==> config.mk <==
export PLATFORM = sky130hd
export DESIGN_NAME = iox_core
export DESIGN_NICKNAME = d
export VERILOG_FILES = /design/src/hdl/iox_sync.v /design/src/hdl/iox_core.v
export VERILOG_INCLUDE_DIRS = /design/src /design/src/shared
export SDC_FILE = /design/constraint.sdc
export NUM_CORES = 1
export LEC_CHECK = 0
export BUFFER_PORTS_ARGS = -buffer_cell sky130_fd_sc_hd__buf_2
export CORE_ASPECT_RATIO = 1.25
export CORE_UTILIZATION = 30
export CTS_CLUSTER_DIAMETER = 100
export CTS_CLUSTER_SIZE = 40
export DETAILED_ROUTE_END_ITERATION = 8
export PLACE_DENSITY = 0.55
export SKIP_LAST_GASP = 1
export SLEW_MARGIN = 30
export SYNTH_ARGS = -nofsm -noshare
export SYNTH_HDL_FRONTEND = slang
export SYNTH_SLANG_ARGS = --single-unit
==> constraint.sdc <==
create_clock -name clk_in -period 12.1 [get_ports clk_in]
set_clock_uncertainty 0.15 [all_clocks]
set_input_delay 2.42 -clock clk_in [delete_from_list [all_inputs] [get_ports clk_in]]
set_output_delay 2.42 -clock clk_in [all_outputs]
set_load 0.02 [all_outputs]
==> src/shared/iox_defs.vh <==
/*
 Constants of the I2C eight-bit I/O expander core: bus address, register
 pointer codes, reset values and bit counts. Included by the core and the testbench.
*/
`ifndef IOX_DEFS_VH
`define IOX_DEFS_VH
`define IOX_ADDR_FIXED 5'h1C
`define IOX_PTR_INPUT 2'h0
`define IOX_PTR_OUTPUT 2'h1
`define IOX_PTR_POLARITY 2'h2
`define IOX_PTR_DIRECTION 2'h3
`define IOX_RST_OUTPUT 8'hFF
`define IOX_RST_POLARITY 8'h00
`define IOX_RST_DIRECTION 8'hFF
`define IOX_RST_POINTER 8'h00
`define IOX_BIT_LAST 4'h7
`define IOX_BIT_ACK 4'h8
`endif

==> src/hdl/iox_sync.v <==
/*
 Two-flip-flop synchroniser for a vector of asynchronous levels.
 Assumes the inputs are static long enough to be sampled by clk_in.
*/
`timescale 1ns/1ps
module iox_sync #(
	parameter WIDTH = 1,
	parameter [WIDTH-1:0] INIT = {WIDTH{1'b0}}
) (
	input wire clk_in,
	input wire resetn_in,
	input wire [WIDTH-1:0] async_in,
	output reg [WIDTH-1:0] sync_out
);
	reg [WIDTH-1:0] meta_q;

	// The first stage is read only by the second stage.
	always @(posedge clk_in or negedge resetn_in) begin
		if (!resetn_in) begin
			meta_q <= INIT;
			sync_out <= INIT;
		end else begin
			meta_q <= async_in;
			sync_out <= meta_q;
		end
	end
endmodule // iox_sync

==> src/hdl/iox_core.v <==
/*
 I2C slave core of an eight-bit I/O expander: four registers, port pin
 drivers and a change-detect alert. SCL, SDA, pins and address selects are
 oversampled by clk_in, which must run far faster than SCL.
*/
`timescale 1ns/1ps
`include "iox_defs.vh"

////////////////////////////////////////////////////////////////////////////
// Contract
// - Reset input low forces all registers and bus state to defaults.
// - Power-on reset holds the core in reset, then releases to defaults.
// - An input pin has both drivers off.
// - An output pin drives exactly one driver per its output bit.
// - Any edge on an input-mode pin asserts the alert.
// - Alert clears when inputs return to captured values or port is read.
// - Read clear happens after SCL rises on the ack or nack bit.
// - Changes during that ack pulse may be lost or alert briefly.
// - After a clear every later change raises the alert again.
// - Output pins and traffic for other devices never raise the alert.
// - Output to input switch may give a false alert on mismatch.
// - Alert is open-drain active low, only pulled low.
// - With pointer 00h, another slave's read ack wrongly clears alert.
// - Start is SDA fall with SCL high; address goes MSB first.
// - Stop is SDA rise with SCL high and ends the transaction.
// - Matching address is acked by holding SDA low through SCL high.
// - SDA changes only with SCL low; otherwise it is start or stop.
// - Bytes are eight bits plus an ack bit; transmitter releases SDA.
// - Device acks each received byte; master acks reads except last.
// - On master nack the device releases SDA for the stop.
// - Address is 11100 plus two select pins; last bit 1 reads.
// - First written byte sets the pointer; it persists for reads.
// - Direction bit 1 is input, 0 is output; resets to all ones.
// - Polarity bit 1 inverts the input reading; resets to zero.
module iox_core (
	input wire clk_in,
	input wire resetn_in,
	input wire por_done_in,
	input wire scl_in,
	input wire sda_in,
	output reg sda_out,
	output reg sda_oe_out,
	input wire addr_select_lo_in,
	input wire addr_select_hi_in,
	input wire [7:0] expander_pins_in,
	output reg [7:0] expander_pins_out,
	output reg [7:0] expander_pins_oe_out,
	output reg [7:0] high_side_driver_out,
	output reg [7:0] low_side_driver_out,
	output reg alert_out,
	output reg alert_oe_out
);
	localparam [2:0] ST_IDLE = 3'h0;
	localparam [2:0] ST_ADDR = 3'h1;
	localparam [2:0] ST_PTR = 3'h2;
	localparam [2:0] ST_WDATA = 3'h3;
	localparam [2:0] ST_RDATA = 3'h4;
	localparam [2:0] ST_SKIP = 3'h5;

	wire rst_n;
	wire scl_s;
	wire sda_s;
	wire [1:0] sel_s;
	wire [7:0] pins_s;
	reg scl_q;
	reg sda_q;
	reg [2:0] state_q;
	reg [3:0] bit_q;
	reg [7:0] shift_q;
	reg ack_q;
	reg slot_q;
	reg rd_q;
	reg [7:0] pointer_q;
	reg [7:0] output_q;
	reg [7:0] polarity_q;
	reg [7:0] direction_q;
	reg [7:0] captured_q;
	reg [7:0] txbyte_q;
	reg seen_q;
	wire scl_rise;
	wire scl_fall;
	wire start_det;
	wire stop_det;
	wire [7:0] input_view;
	wire [7:0] changed;
	wire read_clear;
	wire foreign_clear;

	// Power-on reset is merged with the pin reset; both clear everything.
	assign rst_n = resetn_in & por_done_in;

	////////////////////////////////////////////////////////////////////////
	// Input synchronisers. The bus idles high, so its lines start high.
	iox_sync #(.WIDTH(2), .INIT(2'h3)) u_bus_sync (
		.clk_in(clk_in),
		.resetn_in(rst_n),
		.async_in({scl_in, sda_in}),
		.sync_out({scl_s, sda_s})
	);

	iox_sync #(.WIDTH(10), .INIT(10'h000)) u_pin_sync (
		.clk_in(clk_in),
		.resetn_in(rst_n),
		.async_in({addr_select_hi_in, addr_select_lo_in, expander_pins_in}),
		.sync_out({sel_s, pins_s})
	);

	// Delayed copies of the synchronised bus lines for edge detection.
	always @(posedge clk_in or negedge rst_n) begin
		if (!rst_n) begin
			scl_q <= 1'b1;
			sda_q <= 1'b1;
		end else begin
			scl_q <= scl_s;
			sda_q <= sda_s;
		end
	end

	assign scl_rise = scl_s & ~scl_q;
	assign scl_fall = ~scl_s & scl_q;
	// SDA moving while SCL is high is always a bus condition.
	assign start_det = scl_s & scl_q & sda_q & ~sda_s;
	assign stop_det = scl_s & scl_q & ~sda_q & sda_s;

	// Input register view, with per-bit polarity inversion.
	assign input_view = pins_s ^ polarity_q;

	////////////////////////////////////////////////////////////////////////
	// Protocol engine. Bits are sampled on SCL rise and driven on SCL fall;
	// bit count 8 is the ack slot of each byte.
	always @(posedge clk_in or negedge rst_n) begin
		if (!rst_n) begin
			state_q <= ST_IDLE;
			bit_q <= 4'h0;
			shift_q <= 8'h00;
			ack_q <= 1'b0;
			slot_q <= 1'b0;
			rd_q <= 1'b0;
			pointer_q <= `IOX_RST_POINTER;
			output_q <= `IOX_RST_OUTPUT;
			polarity_q <= `IOX_RST_POLARITY;
			direction_q <= `IOX_RST_DIRECTION;
			txbyte_q <= 8'h00;
			sda_out <= 1'b0;
			sda_oe_out <= 1'b0;
		end else if (start_det) begin
			state_q <= ST_ADDR;
			bit_q <= 4'h0;
			ack_q <= 1'b0;
			slot_q <= 1'b0;
			sda_oe_out <= 1'b0;
		end else if (stop_det) begin
			state_q <= ST_IDLE;
			sda_oe_out <= 1'b0;
		end else if (state_q != ST_IDLE) begin
			if (scl_rise) begin
				if (bit_q != `IOX_BIT_ACK) begin
					// A read shifts out on falls only, so it must not
					// shift here as well or every other bit is skipped.
					if (state_q != ST_RDATA) begin
						shift_q <= {shift_q[6:0], sda_s};
					end
					bit_q <= bit_q + 4'h1;
				end else begin
					// Master nack during a read ends our transmission.
					ack_q <= ~sda_s;
					slot_q <= 1'b1;
				end
			end else if (scl_fall) begin
				if (bit_q == `IOX_BIT_ACK && !sda_oe_out && state_q != ST_RDATA) begin
					// Byte done: decide on acknowledging it.
					case (state_q)
						ST_ADDR: begin
							if (shift_q[7:3] == `IOX_ADDR_FIXED && shift_q[2:1] == sel_s) begin
								sda_oe_out <= 1'b1;
								rd_q <= shift_q[0];
							end else begin
								state_q <= ST_SKIP;
							end
						end
						ST_PTR: begin
							pointer_q <= shift_q;
							sda_oe_out <= 1'b1;
						end
						ST_WDATA: begin
							case (pointer_q[1:0])
								`IOX_PTR_OUTPUT: output_q <= shift_q;
								`IOX_PTR_POLARITY: polarity_q <= shift_q;
								`IOX_PTR_DIRECTION: direction_q <= shift_q;
								default: ;
							endcase
							sda_oe_out <= 1'b1;
						end
						default: ;
					endcase
					sda_out <= 1'b0;
				end else if (bit_q == `IOX_BIT_ACK &&
					state_q == ST_RDATA && !slot_q) begin
					// Ack slot opens: the master owns SDA now.
					sda_oe_out <= 1'b0;
				end else if (bit_q == `IOX_BIT_ACK &&
					state_q == ST_RDATA && !ack_q) begin
					// Master nacked: stay released until stop or restart.
					state_q <= ST_SKIP;
				end else if (bit_q == `IOX_BIT_ACK) begin
					// End of ack slot: release SDA, or drive the first read bit, and move on.
					bit_q <= 4'h0;
					ack_q <= 1'b0;
					slot_q <= 1'b0;
					if (state_q == ST_ADDR) begin
						state_q <= rd_q ? ST_RDATA : ST_PTR;
					end else if (state_q == ST_PTR) begin
						state_q <= ST_WDATA;
					end
					if ((state_q == ST_ADDR && rd_q) || state_q == ST_RDATA) begin
						sda_oe_out <= ~txbyte_q[7];
						sda_out <= 1'b0;
						shift_q <= {txbyte_q[6:0], 1'b0};
					end else begin
						sda_oe_out <= 1'b0;
					end
				end else if (state_q == ST_RDATA) begin
					// Next data bit, MSB first, up to the last bit.
					sda_oe_out <= ~shift_q[7];
					shift_q <= {shift_q[6:0], 1'b0};
				end
			end
			// Load the next read byte at the ack slot rising edge.
			if (scl_rise && bit_q == `IOX_BIT_ACK) begin
				case (pointer_q[1:0])
					`IOX_PTR_INPUT: txbyte_q <= input_view;
					`IOX_PTR_OUTPUT: txbyte_q <= output_q;
					`IOX_PTR_POLARITY: txbyte_q <= polarity_q;
					default: txbyte_q <= direction_q;
				endcase
			end
		end
	end

	////////////////////////////////////////////////////////////////////////
	// Change detection. Only input-mode bits compare against the capture,
	// so outputs never alert; a direction flip to input may alert falsely.
	assign changed = (pins_s ^ captured_q) & direction_q;

	// Clear on the ack-slot SCL rise of a read from this device. The
	// capture is refreshed there, so a change in that pulse can be lost.
	assign read_clear = scl_rise && bit_q == `IOX_BIT_ACK && rd_q &&
		(state_q == ST_RDATA || state_q == ST_ADDR);

	// Faithful defect: with pointer 00h a read acked by another slave also
	// refreshes the capture, silently clearing a pending alert.
	assign foreign_clear = scl_rise && bit_q == `IOX_BIT_ACK &&
		state_q == ST_SKIP && shift_q[0] && !sda_s &&
		pointer_q == 8'h00 && !seen_q;

	always @(posedge clk_in or negedge rst_n) begin
		if (!rst_n) begin
			captured_q <= 8'h00;
			seen_q <= 1'b0;
		end else begin
			if (read_clear || foreign_clear) begin
				captured_q <= pins_s;
			end
			if (start_det) begin
				seen_q <= 1'b0;
			end else if (scl_rise && bit_q == `IOX_BIT_ACK) begin
				// Marked after the ack rise so that rise itself still counts.
				seen_q <= 1'b1;
			end
		end
	end

	////////////////////////////////////////////////////////////////////////
	// Registered pin and alert outputs.
	always @(posedge clk_in or negedge rst_n) begin
		if (!rst_n) begin
			expander_pins_out <= 8'h00;
			expander_pins_oe_out <= 8'h00;
			high_side_driver_out <= 8'h00;
			low_side_driver_out <= 8'h00;
			alert_out <= 1'b0;
			alert_oe_out <= 1'b0;
		end else begin
			expander_pins_out <= output_q;
			expander_pins_oe_out <= ~direction_q;
			high_side_driver_out <= ~direction_q & output_q;
			low_side_driver_out <= ~direction_q & ~output_q;
			alert_out <= 1'b0;
			alert_oe_out <= |changed;
		end
	end
endmodule // iox_core

# ---- Word-level counts from Yosys, hierarchy flattened
# Cells that the tools add are included.
dict set report op_classes {
  add_sub_neg 1
  multipliers 0
  div 0
  order_cmp 0
  eq_ne 34
  n_shift 0
  n_mux 70
  bitwise_logic 24
  n_reduce_logical 53
}
# cell n
set op_table {}
lappend op_table {{two-way mux 8 bit} 10}
lappend op_table {{AND reduction 8 bit} 7}
lappend op_table {{two-way mux 3 bit} 14}
lappend op_table {{two-way mux 4 bit} 10}
lappend op_table {{two-way mux 1 bit} 34}
lappend op_table {{bitwise AND 8 bit} 3}
lappend op_table {{one-hot mux 8 bit (3 select lines)} 1}
lappend op_table {{inequality test 3 bit, second input constant} 6}
lappend op_table {{nonzero test 3 bit} 6}
lappend op_table {{NOT 8 bit} 2}
lappend op_table {{bitwise XOR 8 bit} 2}
lappend op_table {{logical AND 1 bit} 15}
lappend op_table {{AND reduction 7 bit} 2}
lappend op_table {{inequality test 2 bit, second input constant} 6}
lappend op_table {{inequality test 4 bit, second input constant} 3}
lappend op_table {{AND reduction 11 bit} 1}
lappend op_table {{inequality test 5 bit, second input constant} 2}
lappend op_table {{nonzero test 2 bit} 5}
lappend op_table {{nonzero test 5 bit} 2}
lappend op_table {{NOT 1 bit} 9}
lappend op_table {{AND reduction 9 bit} 1}
lappend op_table {{bitwise AND 1 bit} 8}
lappend op_table {{zero test 8 bit} 1}
lappend op_table {{OR reduction 8 bit} 1}
lappend op_table {{20 further kinds} 31}
dict set report totals {
  ff_bits 128
  latch_bits 0
  ram_bits 0
  rom_bits 0
  in_bits 15
  output_inout_bits 36
  word_cells 208
  memories 0
}

# ---- Depth between registers and ports, before layout
dict set report logic_depth {
  depth_word 13
  mapped_depth 9
  ltp_nobuf 7
}

# ---- Modules after synthesis
# A second synthesis with hierarchy kept.
dict set report unflattened {
  cells_unflattened 421
  hier_area_um2 5372.7
}
# mod n_inst cells_per_inst area_per_inst_um2 seq_area_each_um2
set by_module_without_submodules {}
lappend by_module_without_submodules {iox_core 1 397 4767.1 2600.0}
lappend by_module_without_submodules {{iox_sync at u_pin_sync} 1 20 500.5 500.5}
lappend by_module_without_submodules {{iox_sync at u_bus_sync} 1 4 105.1 105.1}

# ---- Worst setup path before layout
# Ideal clock, no wire load.
dict set report synth_path {
  path_type {flip-flop to output port}
  start {register sda_oe_out}
  end {output port sda_oe_out}
  arrival_time_ns 0.506
  required_ns 9.530
  path_slack_ns 9.024
  path_stages_with_launch 1
  path_buffers 0
  cell_sequence {dfrtp_1}
}
# element line
set synth_rtl {}
lappend synth_rtl {{start: declaration} iox_core.v:42} ;# output reg sda_oe_out,
lappend synth_rtl {{start signal: assignment} iox_core.v:216} ;# sda_oe_out <= ~txbyte_q[7];
lappend synth_rtl {{start signal: assignment} iox_core.v:224} ;# sda_oe_out <= ~shift_q[7];
# No word-level cell between the ends.

# ---- Final worst setup path
dict set report layout_path {
  start {register sda_oe_out}
  end {output port sda_oe_out}
}
# No word-level cell between the ends.

==> results by stage <==
Worst setup path:
- The critical path starts at sda_oe_out.
- The data arrival at the endpoint of the critical path is 1150 ps.
- The startpoint identified for the worst register-to-register timing path is bit_q[0].
- The critical path required time is 9530 ps.
- The cell family contributing the most delay on the critical path is flip-flops.
- The slowest stage of the critical path belongs to the cell sky130_fd_sc_hd__dfrtp_1.
- The class of the most critical setup path is register to primary output.
- For this run, the slowest stage of the critical path takes 510 ps.
- The worst setup path is launched from a register.
- In this run the worst path has a maximum fanout of 8.
- The worst setup path is captured at a primary output.
- Together, buffers and inverters on the worst path number 1.
- Traced cell by cell, the critical path runs through buf_2.

Floorplan:
- The die covers 18200 µm².
- 51 I/O pins were placed.
- The die span in x is 121 µm.
- The vertical extent of the die is 151 µm.
- The number of rows in the core area is 54.
- The core outline area is 17400 µm².
- The initial cell density of the core is 0.306.

Global routing:
- The remaining global-route overflow is 0.
- For this run, the total global-route usage over all layers was measured as 0.134.
- The via count of the first global-routing pass came to 3412.
- The wire length of the first global-routing pass is 18100 µm.
- The initial antenna violation count is 0.
- Entering global routing, the biggest net connects 72 pins.

Pwr:
- For this design the ratio of total power to cell area is 158 nW/µm².
- Summed over all cells, the static leakage comes to 2.92 nW.
- Across the VDD grid, the largest voltage drop is 0.0820 mV.

Routing:
- After the first detailed-routing iteration, the DRC count stood at 167.
- The total number of vias is 3311.
- In the final routed layout, each cell accounts on average for 15.4 µm.
- The detail route stage leaves a number of antenna-violating nets equal to 0.
- The via count normalized by instance count is 4.67.
- The iteration count of the initial detailed-routing pass is 4.
- After detailed routing, the number of remaining DRC violations is 0.
- The final layout contains routed wiring with a total length of 10900 µm.

Clock tree:
- The TritonCTS clock tree is built.
- The deepest level of the CTS H-tree is 4.
- The post-cts resize count is 0.
- The clock transition at the registers of the reported paths is 60 ps.
- Counting the buffers created by CTS gives 17.
- The clock net in this run drives a total of 127 sinks.
- Buffers added to address setup during post-CTS repair amount to 0.
- CTS placed an instance of sky130_fd_sc_hd__clkbuf_16 at the clock tree root.
- The clock network latency to the later pin of the worst-skew pair is 420 ps.
- Hold repair after CTS inserted 0 buffers.
- In this run the deepest clock path goes through 2 buffers.

Yosys:
- The synthesized netlist cell count is 417.
- The warning count from the yosys run is 0.
- The sequential-to-total area share from yosys stat is 0.604.
- By area the synthesized netlist is led by sky130_fd_sc_hd__dfrtp_1, sky130_fd_sc_hd__mux2_2, sky130_fd_sc_hd__dfstp_2.
- In the synthesized netlist the dominant register cell turns out to be sky130_fd_sc_hd__dfrtp_1.
- Counting flops with a built-in enable in the synthesized netlist gives 0.
- The most used standard cell by instance count after synthesis is sky130_fd_sc_hd__dfrtp_1.
- A synthesized cell averages 12.7 µm².
- The cell accounting for the most synthesized area is sky130_fd_sc_hd__dfrtp_1.
- The share of synthesized area in the top cell type comes to 0.495.
- Ranked by instance count, the synthesized netlist is headed by sky130_fd_sc_hd__dfrtp_1, sky130_fd_sc_hd__mux2_2, sky130_fd_sc_hd__nor2_1.
- In this run, synthesis produced a sequential element count of 127.
- Of all flip-flops after synthesis, the portion carrying an async set or reset was 1.00.
- The area of the mapped netlist is 5310 µm².
- The number of different library cells used by synthesis comes to 53.

Placement:
- The detailed placer's ending HPWL is 7420 µm.
- The number of placed instances, taps included is 676.
- Input and output buffers added on the ports amount to 48.
- The total placed instance area is 5770 µm².
- Before CTS, the worst setup slack after placement is 7870 ps.
- The final RePlAce weighted congestion is 0.762.

STA:
- The number of endpoints failing setup at the final stage is 0.
- The total count of hold-check failures in the final report is 0.
- At the pin with the least slew margin, the transition time is 816 ps.
- Measured against its own limit, the worst slew margin works out to 0.456.
- The final count of pins violating max slew was 0.
- The shortest period the worst path allows is 3720 ps.
- The final clock period utilization by the worst path is 0.308.
- The total negative slack is 0 ps.
- Static timing analysis puts the maximum clock frequency at 269 MHz.
- Setup repair after global routing left no endpoint under its margin.
- The worst-case setup margin in the final layout is 8380 ps.

Layout:
- From synthesis to final layout, the design area changed by 20.7%.
- The final cell area excluding filler cells is 6400 µm².
- The flip-flop and latch area is 3210 µm².
- 0 antenna diodes ended up in the layout.
- The filler cells instantiated in the layout total 1668.
- In the final layout, the share of cells above drive strength 1 is 0.357.
- Summing all multi-input logic gate instances after layout gives 1960 µm².
- The core occupancy in the finished layout is 0.369.
- The net count of the finished layout is 492.
- The finished layout holds 709 standard cells, fillers aside.

Worst hold path:
- The path class of the lowest-slack min-delay path is register to register.
- In this run the most critical hold path is launched from u_pin_sync.meta_q[7].

Flow run:
- The count of maximum capacitance violations is 0.

Run status:
- The run finished with clean final reports.
==> layer usage <==
layer,vias to the layer above,GRT usage,part of all wire
li1,1565,-,-
met4,0,0.0617,0.023
met2,76,0.213,0.49
met1,1647,0.169,0.45
met5,-,0,0
met3,23,0.0371,0.041
==> stage by stage <==
stage	power [mW]	hold WS, ps
after floorplan	0.488	181
after global placement	0.501	183
after detailed placement	0.503	191
after CTS	1.03	204
after global routing	1.05	206
final	1.01	201
==> path summary, 6_finish.rpt <==
path / endpoint / slack (ps) / depth (start not counted)
max: sda_oe_out / 8380 / 1
min: u_pin_sync.sync_out[7] / 200 / 0
max reg2reg: direction_q[4] / 9400 / 7
min reg2reg: u_pin_sync.sync_out[7] / 200 / 0
max in group asynchronous: captured_q[0] / 8540 / 4
min in group asynchronous: u_pin_sync.meta_q[0] / 1930 / 2
==> sequential cells by signal, indices dropped and copies added, names as in the netlist, 2 cells and up <==
name and flops:
u_pin_sync.meta_q 10, u_pin_sync.sync_out 10, captured_q 8, direction_q 8, expander_pins_oe_out 8, expander_pins_out 8
high_side_driver_out 8, low_side_driver_out 8, output_q 8, pointer_q 8, polarity_q 8, shift_q 8
txbyte_q 8, bit_q 4, state_q 3, u_bus_sync.meta_q 2, u_bus_sync.sync_out 2
==> area by class of cell <==
| class | count | area share |
|---|---|---|
| Sequential cell | 127 | 0.501 |
| Tap cell | 224 | 0.0438 |
| Timing Repair Buffer | 51 | 0.0430 |
| Multi-Input combinational cell | 255 | 0.306 |
| Clock inverter | 12 | 0.0252 |
| Inverter | 20 | 0.0117 |
| Clock buffer | 20 | 0.0698 |
==> cell usage in the layout, fill, tap and decap left out, types with 3 or more instances in the layout <==
cell	instances
sky130_fd_sc_hd__dfrtp_1	105
sky130_fd_sc_hd__mux2_2	62
sky130_fd_sc_hd__buf_2	48
sky130_fd_sc_hd__nor2_1	24
sky130_fd_sc_hd__o21ai_0	22
sky130_fd_sc_hd__dfstp_2	22
sky130_fd_sc_hd__inv_1	20
sky130_fd_sc_hd__nand2_1	20
sky130_fd_sc_hd__xnor2_1	18
sky130_fd_sc_hd__nor2b_1	17
sky130_fd_sc_hd__clkbuf_16	17
sky130_fd_sc_hd__a21oi_1	13
sky130_fd_sc_hd__o22ai_1	7
sky130_fd_sc_hd__ha_1	5
sky130_fd_sc_hd__nand2b_1	4
sky130_fd_sc_hd__mux2i_1	4
sky130_fd_sc_hd__nand3b_1	3
sky130_fd_sc_hd__nor4bb_1	3
sky130_fd_sc_hd__and3_1	3
sky130_fd_sc_hd__nor3_1	3
sky130_fd_sc_hd__nor4_1	3
sky130_fd_sc_hd__o31ai_1	3
sky130_fd_sc_hd__clkinvlp_4	3
sky130_fd_sc_hd__clkinv_4	3
sky130_fd_sc_hd__bufinv_16	3
==> power by group <==
| part | total, mW | switching, mW | leakage [nW] | internal [mW] |
|---|---|---|---|---|
| clock | 0.517 | 0.187 | 0.287 | 0.331 |
| combinational | 0.0457 | 0.0262 | 1.04 | 0.0195 |
| sequential | 0.450 | 0.0134 | 1.59 | 0.437 |
==> cell families (layout without fill, tap and decap cells) <==
family	Yosys count	after routing	synth area share
xor+xnor	19	19	0.0314
simple gates	100	100	0.110
flops	127	127	0.604
compound gates	63	63	0.0750
mux	66	66	0.139
buf+inv	36	103	0.0278
other cells	1	2	0.000707
fa+ha+maj	5	5	0.0118
(Power assumes the default switching activity.)
